[src/hoist_status_defines.vh]
// register addresses, field positions and reset values of the status word bank
// included by the bank only, not by the bench files; definitions only
`ifndef HOIST_STATUS_DEFINES_VH
`define HOIST_STATUS_DEFINES_VH

`define ADDR_BUTTON_WORD_LOW 16'h0f00
`define ADDR_BUTTON_WORD_HIGH 16'h0f01
`define ADDR_STATION_STATE_SEL 16'h0f02
`define ADDR_STATION_ERR_ROLE 16'h0f03

// station status word fields
`define HOIST1_SEL_LSB 0
`define BRIDGE_SEL_LSB 3
`define UNPAIR_ACK_BIT 5
`define HOIST2_SEL_LSB 6
`define STATION_STATE_LSB 8

// error and role word fields
`define ROLE_LSB 0
`define ERROR_CODE_LSB 8

// button word fields
`define BTN_PAIR_LSB 0
`define BTN_FIVE_LSB 8
`define BTN_EIGHT_LSB 13
`define BTN_NINE_BIT 15
`define BTN_TEN_LSB 0

// selector encodings
`define SEL_NONE 2'h0
`define SEL_UNIT_ONE 2'h1
`define SEL_UNIT_TWO 2'h2
`define SEL_BOTH 2'h3

// station state encodings
`define STATE_HALTED 3'h1
`define STATE_RUNNING 3'h2
`define STATE_ESTOP_ENGAGED 3'h4
`define STATE_ESTOP_DISENGAGED 3'h5
`define STATE_INPUT_TEST_FAIL 3'h6
`define STATE_SAFE_HALT_FAIL 3'h7

// station role encodings
`define ROLE_STANDALONE 2'h0
`define ROLE_PRIMARY 2'h1
`define ROLE_SECONDARY 2'h2

// reset values
`define WORD_RESET 16'h0000
`define BUTTONS_RESET 20'h00000
`define FLAG_RESET 1'b0
`define ROLE_BYTE_RESET 8'h00

`endif

[src/button_sync.v]
// two-flop synchroniser for the remote button levels
// assumes the levels arrive asynchronously to clk
`timescale 1ns/1ns
module button_sync (
  input wire clk,
  input wire rstn,
  input wire [19:0] rawButtons,
  output wire [19:0] syncButtons
);
  reg [19:0] stage1_r;
  reg [19:0] stage2_r;

  genvar i;
  generate
    for (i = 0; i < 20; i = i + 1) begin : gSync
      // first stage feeds only the second stage
      always @(posedge clk or negedge rstn) begin
        if (!rstn) begin
          stage1_r[i] <= 1'b0;
          stage2_r[i] <= 1'b0;
        end else begin
          stage1_r[i] <= rawButtons[i];
          stage2_r[i] <= stage1_r[i];
        end
      end
    end
  endgenerate

  assign syncButtons = stage2_r;
endmodule // button_sync

[src/hoist_base_status_words.v]
// read-only bank of four 16-bit status words of the crane base station
// assumes a serial slave front end decodes frames into register reads on clk;
// button levels come from pins, all other status from logic on clk
//
// How it works
// RULE_01: button bit reads 1 pressed, 0 released
// RULE_02: first button word bit layout as mapped
// RULE_03: buttons ten to fifteen on bits 0-5
// RULE_04: hoist selector one at bits 0-1
// RULE_05: bridge selector at bits 3-4
// RULE_06: bit 5 shows unpairing acknowledge
// RULE_07: hoist selector two at bits 6-7
// RULE_08: station state field at bits 8-10
// RULE_09: values 6, 7 mark self-test failures
// RULE_10: low byte of fourth word holds role
// RULE_11: high byte of fourth word holds error
// RULE_12: words read-only; writes have no effect
// RULE_13: reserved bits always read zero
`timescale 1ns/1ns
`include "hoist_status_defines.vh"
module hoist_base_status_words (
  input wire clk,
  input wire rstn,
  // register access from the serial slave front end
  input wire [15:0] regAddr,
  input wire rdStb,
  input wire wrStb,
  output reg [15:0] rdData,
  output reg rdValid,
  output reg addrFault,
  output reg wrRefused,
  // remote button levels, high while held
  input wire [3:0] buttonNormal,
  input wire [3:0] buttonSecond,
  input wire [2:0] buttonFiveToSeven,
  input wire [1:0] buttonEight,
  input wire buttonNine,
  input wire [5:0] buttonTenToFifteen,
  // station status from the control logic
  input wire [1:0] hoistOneSel,
  input wire [1:0] bridgeSel,
  input wire [1:0] hoistTwoSel,
  input wire unpairAck,
  input wire [2:0] stationState,
  input wire [1:0] stationRole,
  input wire [7:0] errorCode
);
  // slices of the synchronised button vector, in pack order
  wire [19:0] rawButtons;
  wire [19:0] syncButtons;
  wire [3:0] normalSync;
  wire [3:0] secondSync;
  wire [2:0] fiveToSevenSync;
  wire [1:0] eightSync;
  wire nineSync;
  wire [5:0] tenToFifteenSync;
  wire [7:0] pairBits;
  // assembled words seen by the read mux
  reg [15:0] buttonLow;
  reg [15:0] buttonHigh;
  reg [15:0] stationWord;
  reg [15:0] errRoleWord;
  reg [2:0] stateShown;
  reg [7:0] roleByte;
  // read path and next values of the answer flops
  reg [15:0] readMux;
  reg readHit;
  reg [15:0] rdData_nxt;
  reg rdValid_nxt;
  reg addrFault_nxt;
  reg wrRefused_nxt;
  genvar p;

  // pack order: normal/second pairs, 5-7, 8 (two bits), 9, 10-15
  assign rawButtons = {buttonTenToFifteen, buttonNine, buttonEight, buttonFiveToSeven,
                       buttonSecond, buttonNormal};

  // pins are asynchronous; nothing reads them before the second stage
  button_sync uSync (
    .clk(clk),
    .rstn(rstn),
    .rawButtons(rawButtons),
    .syncButtons(syncButtons)
  );

  assign normalSync = syncButtons[3:0];
  assign secondSync = syncButtons[7:4];
  assign fiveToSevenSync = syncButtons[10:8];
  assign eightSync = syncButtons[12:11];
  assign nineSync = syncButtons[13];
  assign tenToFifteenSync = syncButtons[19:14];

  // buttons one to four interleave normal and second step
  generate
    for (p = 0; p < 4; p = p + 1) begin : gPair
      assign pairBits[2 * p] = normalSync[p]; // [RULE_01] [RULE_02]
      assign pairBits[2 * p + 1] = secondSync[p]; // [RULE_02]
    end
  endgenerate

  // reserved bits 11 and 12 stay at the cleared default
  always @* begin
    buttonLow = `WORD_RESET; // [RULE_13]
    buttonLow[`BTN_PAIR_LSB +: 8] = pairBits; // [RULE_02]
    buttonLow[`BTN_FIVE_LSB +: 3] = fiveToSevenSync; // [RULE_01] [RULE_02]
    buttonLow[`BTN_EIGHT_LSB +: 2] = eightSync; // [RULE_02]
    buttonLow[`BTN_NINE_BIT] = nineSync; // [RULE_02]
  end

  always @* begin
    buttonHigh = `WORD_RESET; // [RULE_13]
    buttonHigh[`BTN_TEN_LSB +: 6] = tenToFifteenSync; // [RULE_01] [RULE_03]
  end

  // unused codes 0 and 3 are passed as given so faults stay visible
  always @* begin
    stateShown = stationState; // [RULE_08] [RULE_09]
  end

  // bit 2 carries no field and reads zero
  always @* begin
    stationWord = `WORD_RESET; // [RULE_13]
    stationWord[`HOIST1_SEL_LSB +: 2] = hoistOneSel; // [RULE_04]
    stationWord[`BRIDGE_SEL_LSB +: 2] = bridgeSel; // [RULE_05]
    stationWord[`UNPAIR_ACK_BIT] = unpairAck; // [RULE_06]
    stationWord[`HOIST2_SEL_LSB +: 2] = hoistTwoSel; // [RULE_07]
    stationWord[`STATION_STATE_LSB +: 3] = stateShown; // [RULE_08] [RULE_09]
  end

  // role is two bits wide; the rest of the low byte reads zero
  always @* begin
    roleByte = `ROLE_BYTE_RESET; // [RULE_13]
    roleByte[1:0] = stationRole; // [RULE_10]
  end

  // error code values are defined elsewhere and passed unchecked
  always @* begin
    errRoleWord = `WORD_RESET;
    errRoleWord[`ROLE_LSB +: 8] = roleByte; // [RULE_10]
    errRoleWord[`ERROR_CODE_LSB +: 8] = errorCode; // [RULE_11]
  end

  // address decode; anything outside the four words is a fault
  always @* begin
    readMux = `WORD_RESET;
    readHit = 1'b1;
    case (regAddr)
      `ADDR_BUTTON_WORD_LOW: begin
        readMux = buttonLow;
      end
      `ADDR_BUTTON_WORD_HIGH: begin
        readMux = buttonHigh;
      end
      `ADDR_STATION_STATE_SEL: begin
        readMux = stationWord;
      end
      `ADDR_STATION_ERR_ROLE: begin
        readMux = errRoleWord;
      end
      default: begin
        readMux = `WORD_RESET; // [RULE_13]
        readHit = 1'b0;
      end
    endcase
  end

  // rdData holds the last answer until the next read is taken
  always @* begin
    rdData_nxt = rdData;
    if (rdStb) begin
      rdData_nxt = readMux; // [RULE_12]
    end
  end

  // limitation: a held rdStb rereads and answers every cycle
  always @* begin
    rdValid_nxt = rdStb;
  end

  always @* begin
    addrFault_nxt = rdStb & ~readHit;
  end

  // a write never reaches any state, only a refusal pulse
  always @* begin
    wrRefused_nxt = wrStb; // [RULE_12]
  end

  // answer flops, one per output so each stays a plain register
  always @(posedge clk or negedge rstn) begin
    if (!rstn) begin
      rdData <= `WORD_RESET;
    end else begin
      rdData <= rdData_nxt;
    end
  end

  always @(posedge clk or negedge rstn) begin
    if (!rstn) begin
      rdValid <= `FLAG_RESET;
    end else begin
      rdValid <= rdValid_nxt;
    end
  end

  always @(posedge clk or negedge rstn) begin
    if (!rstn) begin
      addrFault <= `FLAG_RESET;
    end else begin
      addrFault <= addrFault_nxt;
    end
  end

  always @(posedge clk or negedge rstn) begin
    if (!rstn) begin
      wrRefused <= `FLAG_RESET;
    end else begin
      wrRefused <= wrRefused_nxt;
    end
  end
endmodule // hoist_base_status_words

[config.mk]
export PLATFORM = sky130hd
export DESIGN_NAME = hoist_base_status_words
export DESIGN_NICKNAME = d
export VERILOG_FILES = /design/src/button_sync.v /design/src/hoist_base_status_words.v
export VERILOG_INCLUDE_DIRS = /design/src /design/src/src
export SDC_FILE = /design/constraint.sdc
export NUM_CORES = 1
export LEC_CHECK = 0
export CAP_MARGIN = 15
export CORE_ASPECT_RATIO = 0.9
export CORE_MARGIN = 3
export CORE_UTILIZATION = 35
export CTS_CLUSTER_DIAMETER = 80
export DETAILED_ROUTE_END_ITERATION = 10
export DONT_BUFFER_PORTS = 1
export PLACE_DENSITY_LB_ADDON = 0.05
export RECOVER_POWER = 25
export SKIP_CTS_REPAIR_TIMING = 1
export SLEW_MARGIN = 0
export SYNTH_ARGS = -nofsm -noshare
export SYNTH_HDL_FRONTEND = slang
export SYNTH_SLANG_ARGS = --single-unit
[constraint.sdc]
create_clock -name clk -period 1.3 [get_ports clk]
set_input_delay 0.26 -clock clk [delete_from_list [all_inputs] [get_ports clk]]
set_output_delay 0.26 -clock clk [all_outputs]
set_load 0.01 [all_outputs]
==> results of run 1 <==
-- worst max-delay path: cells and delay by family (launching register included) --
| family | cells | cell delay, ns |
|---|---|---|
| compound gates | 1 | 0.06 |
| buf+inv | 1 | 0.08 |
| flops | 1 | 0.36 |
| mux | 1 | 0.44 |
-- worst min-delay path by stage --
stage	from	endpoint	slack (ns)	cells past startpoint
after global routing	rstn	uSync.syncButtons[17]	-0.42	0
after CTS	rstn	uSync.stage1_r[9]	-0.40	0
after global placement	rstn	uSync.syncButtons[3]	-0.03	0
after floorplan	rstn	addrFault	-0.04	0
after detailed placement	rstn	rdData[6]	-0.03	0
final	rstn	rdData[9]	-0.39	0
-- layout make-up --
type	instances	share of cell area (%)
Clock inverter	7	3.03
Tap cell	70	3.36
Inverter	3	0.432
Multi-Input combinational cell	68	22.2
Clock buffer	9	4.76
Sequential cell	59	56.7
Timing Repair Buffer	24	9.51
-- layout by cell type, fill, tap and decap left out, types with 2 or more instances in the layout --
cell	instances
sky130_fd_sc_hd__o2bb2ai_1	5
sky130_fd_sc_hd__mux4_2	2
sky130_fd_sc_hd__clkbuf_8	9
sky130_fd_sc_hd__nand2_1	5
sky130_fd_sc_hd__dfrtp_1	59
sky130_fd_sc_hd__dlygate4sd3_1	22
sky130_fd_sc_hd__and3_1	3
sky130_fd_sc_hd__inv_1	3
sky130_fd_sc_hd__nand3_1	3
sky130_fd_sc_hd__nor2_1	6
sky130_fd_sc_hd__o21ai_0	3
sky130_fd_sc_hd__nand3b_1	3
sky130_fd_sc_hd__mux2i_1	9
sky130_fd_sc_hd__o31ai_1	4
sky130_fd_sc_hd__clkinv_4	3
sky130_fd_sc_hd__nand4_1	2
sky130_fd_sc_hd__nor3b_1	3
sky130_fd_sc_hd__clkinvlp_4	3
sky130_fd_sc_hd__a211oi_2	2
sky130_fd_sc_hd__o211a_1	6
sky130_fd_sc_hd__a211oi_1	4
-- layer usage --
metal  share of wire [%]  wire, µm  vias to the layer above
met1                  36      1520                      610
met3                  11       454                        9
li1                    -         -                      551
met5                   0         0                        -
met2                  52      2200                       53
met4                 1.5        62                        0
-- where the power goes --
group / switching [mW] / total (mW) / leakage, nW / internal, mW
clock: 0.752 / 1.64 / 0.0916 / 0.892
sequential: 0.0353 / 1.95 / 0.720 / 1.92
combinational: 0.0513 / 0.157 / 0.349 / 0.106
total: 0.839 / 3.75 / 1.16 / 2.91
-- kinds of logic after synthesis --
| family | after synthesis | share of synthesized area, % |
|---|---|---|
| DFF | 59 | 69.5 |
| and+or+nand+nor | 32 | 10.8 |
| AOI/OAI and AO/OA | 25 | 10.0 |
| buffers and inverters | 14 | 3.30 |
| muxes | 11 | 6.36 |
-- through the flow --
stage | hold WS, ns | TNS (ns) | util (%) | setup slack (ns) | std cells
2_1_floorplan | -0.0356 | 0 | - | 0.111 | 141
3_5_place_dp | -0.0338 | -0.0230 | 37.7 | -0.0150 | 202
4_1_cts | -0.405 | 0 | 41.2 | 0.219 | 218
5_1_grt | -0.420 | 0 | 45.0 | 0.187 | 240
6_report | -0.393 | 0 | 45.0 | 0.232 | 240
3_3_place_gp | -0.0338 | 0 | 37.7 | 0.0319 | 202
-- registers in the layout, summed over array words and instances (netlist names) --
name	count
wrRefused	1
rdData	16
uSync.syncButtons	20
addrFault	1
rdValid	1
uSync.stage1_r	20
-- cells in the mapped netlist (all sizes together) --
cell     number
nand3b        3
nand3         3
nand2b        1
nand2         5
clkbuf        3
o41ai         1
o2bb2ai       5
and3          3
o211a         6
nor2          6
and2          1
dfrtp        59
nor4          1
mux4          2
nor4b         1
and4bb        1
inv           3
o21ai         3
a211oi        6
mux2i         9
buf           8
nor2b         1
o31ai         4
nor3b         3
nand4         3
==> results.md, run 1 <==
Outcome:
- The flow ran to the end, but the final reports show violations.
- The final reports fail on negative hold slack.

Cells and area:
- 0 antenna diodes ended up in the layout.
- The post-layout net count is 225.
- Summing all multi-input logic gate instances after layout gives 578 µm².
- In the final layout, flip-flops and latches occupy 1480 µm².
- Once layout is done, the placed cells without fillers occupy 2600 µm².
- Fill cells in the final layout number 530.
- From synthesis to final layout, the design area changed by 22.6%.
- In the final layout, the share of cells above drive strength 1 is 14.7%.

Critical path:
- The launch point of the worst path is uSync.syncButtons[0].
- The endpoint of the lowest-slack register-to-register path is rdData[0].
- The critical path data required time is 1.50 ns.
- In this run the register-to-register setup slack is 0.23 ns.
- The longest individual stage delay on the worst path is 0.44 ns.
- The maximum fanout count along the critical path is 1.
- The arrival time of data at the critical path endpoint is 1.27 ns.
- The number of cells on the worst reg-to-reg path is 3.
- The setup path with the least slack is of type reg -> reg.
- The critical path ends at rdData[0].
- The startpoint of the worst register-to-register path is uSync.syncButtons[0].
- Traced cell by cell, the critical path runs through mux4_2 > inv_1 > o31ai_1.
- For this design, the slowest cell found on the critical path is sky130_fd_sc_hd__mux4_2.
- The worst setup path is launched from a flip-flop.
- The kind of end point of the critical path is a flip-flop.

Timing:
- The routed design could run at a clock period as short as 1.07 ns.
- The fmax is 937 MHz.
- The transition at the pin with the smallest max-transition slack is 0.387 ns.
- Measured against its own limit, the worst slew margin works out to 74.2%.
- Setup repair after global routing left no endpoint under its margin.
- The worst hold margin is -0.393 ns.
- The final setup violation count is 0.
- In the finished design, the share of the clock period the worst path needs comes to 82.1%.
- The number of failing hold endpoints at the final stage is 59.
- The number of slew-limit violations in the final report came to 0.
- The post-route clock skew is 0.00822 ns.

GRT:
- The via count of the first global-routing pass came to 1189.
- Global routing finished with a remaining overflow of 0.
- The first global-routing pass estimated 6300 µm of wire.
- The number of antenna violations at the first check in global routing came to 0.
- The global routing met3 resource utilization is 7.64%.
- The maximum number of pins on one net before global-route repair is 60.
- Global routing used 13.4% of the available met1 tracks.
- Global routing consumed, over all layers together, 12.7% of the routing resources.
- For met2 alone, demand over resource in global routing was 20.0%.
- met2 is the most crowded layer.

Job:
- Across the run, the number of max-cap violations was 0.

Synthesis:
- The gate count of the mapped netlist is 141.
- Summing the sequential cell areas from Yosys gives 69.5% of the chip area.
- The count of cell types in the netlist is 30.
- Averaged over all synthesized cells, the footprint is 15.1 µm².
- The synthesized design spends more area on one cell type than any other, namely sky130_fd_sc_hd__dfrtp_1.
- The summed instance area of the synthesized netlist is 2120 µm².
- The Yosys warning count is 0.
- In the post-synthesis netlist, the biggest area contributors are sky130_fd_sc_hd__dfrtp_1 69%, sky130_fd_sc_hd__mux2i_1 4.2%, sky130_fd_sc_hd__o211a_1 2.8%.
- The net count of the mapped netlist is 201.
- The proportion of netlist area held by the largest area contributor is 69.5%.
- The synthesized design contains 59 register bits.

Worst hold path:
- The class of the worst hold path is in -> async.

Floorplanning:
- Measured along the y axis, the die boundary spans 79.9 µm.
- The die is 88.1 µm wide.
- The die footprint is 7040 µm².
- During I/O placement, the number of pins put on the boundary was 79.
- The number of cell rows is 26.
- The area of the core is 5790 µm².
- The initial standard-cell utilization of the core is 36.7%.

Drt:
- In this run the remaining antenna-violating nets after routing total 0.
- Wires add up to 4240 µm.
- The average detailed-routed wire length per instance is 17.7 µm.
- The via count is 1223.
- The per-cell via count in the routed design is 5.10.
- For this run, the detailed router's first-pass iteration total came to 4.
- In this run, the number of DRC markers left after iteration 0 of detailed routing was 29.
- The DRC violation count after routing is 0.

Power:
- The peak ir drop on the vdd network is 0.707 mV.
- Summed over all cells, the static leakage comes to 1.16 nW.
- The overall power of the completed layout is 3.75 mW.
- In this run the power density over the cells is 1440 nW/µm².

Placement:
- Detailed placement ended at an HPWL of 2700 µm.
- The weighted congestion at the end of routability-driven global placement is 0.710.
- The number of input and output port buffers inserted is 0.
- The standard cell area after detailed placement is 2180 µm².

CTS:
- The TritonCTS clock tree is yes.
- The H-tree level count is 3.
- The clock edge transition at the registers on the reported setup and hold paths is 0.08 ns.
- The root buffer cell chosen for the clock tree is sky130_fd_sc_hd__clkbuf_8.
- The number of buffers on the longest clock path is 2.
- The clock network latency to the later pin of the worst-skew pair is 0.34 ns.
- The number of CTS-inserted buffers is 9.
- The number of sinks driven by the clock tree is 59.
Power figures use the tool's default switching activity.
==> run 2, diff against run 1 <==
- clock period: 1.3 -> 1 ns (I/O delays scaled with it)
==> run 2 against run 1 <==
Effect of this change:
- the run ends with negative hold slack, negative setup slack left
- register-to-register slack worse by 0.30 ns
- routed wire length up 1.6%
- sequential power up 30%
- sequential share of layout area up 0.29 points
- global-route usage up 0.42 points
- fmax down 0.44%
- via count up 1.5%
- critical path type unchanged
- largest cell class unchanged
==> results.md, run 2 (same netlist as run 1, synthesis figures left out) <==
CTS:
- The number of buffers on the longest clock path came to 2 (unchanged).
- The clock edge transition at the registers on the reported setup and hold paths is 0.06 ns (-0.02 ns).
- The buffer type at the clock tree root is sky130_fd_sc_hd__clkbuf_8.
- The number of CTS-inserted buffers is 9 (unchanged).
- TritonCTS built the clock tree.
- The clock network latency to the later pin of the worst-skew pair is 0.33 ns (about the same).
- The number of sinks driven by the clock tree came to 59 (unchanged).
- The H-tree level count was 3 (unchanged).

Cells and area:
- The fraction of layout cells with a size suffix above 1 was 16.2% (+1.5 points).
- The most frequent standard cell in the layout excluding fill and tap cells is sky130_fd_sc_hd__dfrtp_1.
- The post-layout instance area came to 2590 µm² (-0.43%).
- Relative to the synthesized area, the layout overhead comes to 22.0%.
- The number of antenna repair diodes is 0 (unchanged).
- The post-layout net count is 228 (+1.3%).
- The post-layout utilization of the core is 44.8% (-0.19 points).
- The number of fill cells in the layout is 535 (+0.94%).
- The top cell types in the final layout, fill and taps aside, are 58 x sky130_fd_sc_hd__dfrtp_1, 23 x sky130_fd_sc_hd__dlygate4sd3_1, 11 x sky130_fd_sc_hd__clkbuf_8.

Critical path:
- The endpoint of the lowest-slack register-to-register path is rdData[0].
- The longest individual stage delay on the worst path was 0.46 ns (+0.02 ns).
- The maximum fanout count along the critical path came to 1 (unchanged).
- The worst setup path is launched from a flip-flop.
- The signal on the critical path passes through mux4_2 > inv_2 > o31ai_1.
- For this design, the slowest cell found on the critical path is sky130_fd_sc_hd__mux4_2.
- The worst setup slack for register-to-register paths came to -0.07 ns (-0.30 ns).
- The critical path data required time is 1.20 ns (-0.30 ns).
- The critical path in this run is classified as reg -> reg.
- The worst setup path is captured at a flip-flop.
- The worst register-to-register path begins at uSync.syncButtons[0].
- The launch point of the worst path is uSync.syncButtons[0].
- The arrival time of data at the critical path endpoint is 1.27 ns (about the same).
- The worst reg2reg path depth is 3 (unchanged).

Placement:
- The post-DP HPWL came to 2770 µm (+2.7%).
- The number of input and output port buffers inserted is 0 (unchanged).
- The standard cell area after detailed placement came to 2180 µm² (+0.11%).
- The post-placement worst setup slack is -0.218 ns (-0.203 ns).
- The weighted congestion at the end of routability-driven global placement is 0.730 (+2.8%).

Timing:
- The post-route clock skew is 0.00482 ns (-0.00340 ns).
- The worst-case headroom to the max-slew limit was 74.2% (about the same).
- The number of slew-limit violations in the final report is 0 (unchanged).
- The final worst setup slack was -0.0723 ns (-0.305 ns).
- The worst hold margin is -0.437 ns (-0.0449 ns).
- The number of failing hold endpoints at the final stage is 59 (unchanged).
- The final setup violation count was 2 (+2).
- Setup repair after global routing could not meet its margin everywhere.
- The fmax came to 933 MHz (-0.44%).
- The transition at the pin with the smallest max-transition slack is 0.386 ns (-0.000637 ns).
- The minimum clock period after layout is 1.07 ns (+0.00474 ns).
- The share of the cycle needed by the critical path after routing is 107% (+25 points).

GRT:
- The maximum number of pins on one net before global-route repair is 60 (unchanged).
- The total global-route track usage was 13.1% (+0.42 points).
- The overall overflow remaining after global route is 0 (unchanged).
- The number of antenna violations at the first check in global routing was 0 (unchanged).
- The first-pass GRT wire length was 6580 µm (+4.4%).
- The via count of the first global-routing pass is 1314 (+11%).

Drt:
- The average detailed-routed wire length per instance is 17.7 µm (+0.37%).
- The final wirelength came to 4310 µm (+1.6%).
- The via count was 1241 (+1.5%).
- The number of DRC markers after the initial detailed-route iteration is 43 (+48%).
- The iteration count of the initial detailed-routing pass is 4 (unchanged).
- The number of routed nets with antenna violations is 0 (unchanged).
- The per-cell via count in the routed design is 5.11 (+0.22%).
- The DRC violation count after routing came to 0 (unchanged).

Floorplanning:
- The width of the die is 88.1 µm (unchanged).
- The die footprint is 7040 µm² (unchanged).
- The area of the core is 5790 µm² (unchanged).
- The initial standard-cell utilization of the core is 36.7% (unchanged).
- The die span in y is 79.9 µm (unchanged).
- The I/O pin count is 79 (unchanged).
- The number of cell rows came to 26 (unchanged).

Job:
- The max-cap violation count is 0 (unchanged).

Power:
- The leakage power of the design is 1.16 nW (+0.33%).
- The overall power of the completed layout is 4.63 mW (+23%).
- The peak ir drop on the vdd network is 0.969 mV (+37%).
- The power density over cell area is 1790 nW/µm² (+24%).

Outcome:
- The run finished, with violations left.
- The checks that failed: negative hold slack, negative setup slack.

Worst hold path:
- The class of the worst hold path is in -> async.
==> run 2: changes by cell type in the layout (fill, tap and decap cells not counted), moves of 3 or more <==
| cell | delta |
|---|---|
| sky130_fd_sc_hd__buf_4 | +3 |
| sky130_fd_sc_hd__clkbuf_1 | +3 |
| sky130_fd_sc_hd__clkinv_4 | -3 |
| sky130_fd_sc_hd__clkinvlp_4 | -3 |
==> run 2: where the power goes <==
part	switching [mW]	leakage (nW)	internal (mW)	total, mW
Combinational	0.0707	0.356	0.143	0.214
Sequential	0.0478	0.718	2.49	2.54
Clock	0.847	0.0905	1.03	1.88
Total	0.966	1.16	3.66	4.63
==> run 2: layout make-up <==
| type | instances | area (µm²) | area share (%) |
|---|---|---|---|
| Tap cell | 70 | 87.6 | 3.38 |
| Clock buffer | 14 | 163 | 6.27 |
| Inverter | 3 | 11.3 | 0.434 |
| Sequential cell | 59 | 1480 | 57.0 |
| Multi-Input combinational cell | 68 | 583 | 22.5 |
| Clock inverter | 2 | 10.0 | 0.386 |
| Timing Repair Buffer | 27 | 260 | 10.0 |
==> run 2: through the flow <==
step,cells,TNS (ns)
CTS,220,-0.187
finish,243,-0.143
detailed placement,204,-2.40
global route,243,-0.210
floorplan,141,-0.693
global placement,204,-1.93
==> run 2: worst max-delay path by stage <==
stage,endpoint,cells past startpoint
global route,rdData[0],3
floorplan,rdData[0],4
finish,rdData[0],3
detailed placement,rdData[8],4
CTS,rdData[1],3
global placement,rdData[7],4
==> run 2: critical path, delay by kind of cell, from the launching register on <==
family                 cells  cell delay, ns
buffers and inverters      1            0.06
DFF                        1            0.36
AOI/OAI and AO/OA          1            0.06
muxes                      1            0.46
==> run 2: layer usage <==
layer,vias to the layer above,wire length [µm],track usage (%)
met5,-,0,0
met2,48,2160,20.1
met1,632,1630,13.9
li1,557,-,-
met3,4,485,9.29
met4,0,37,5.14
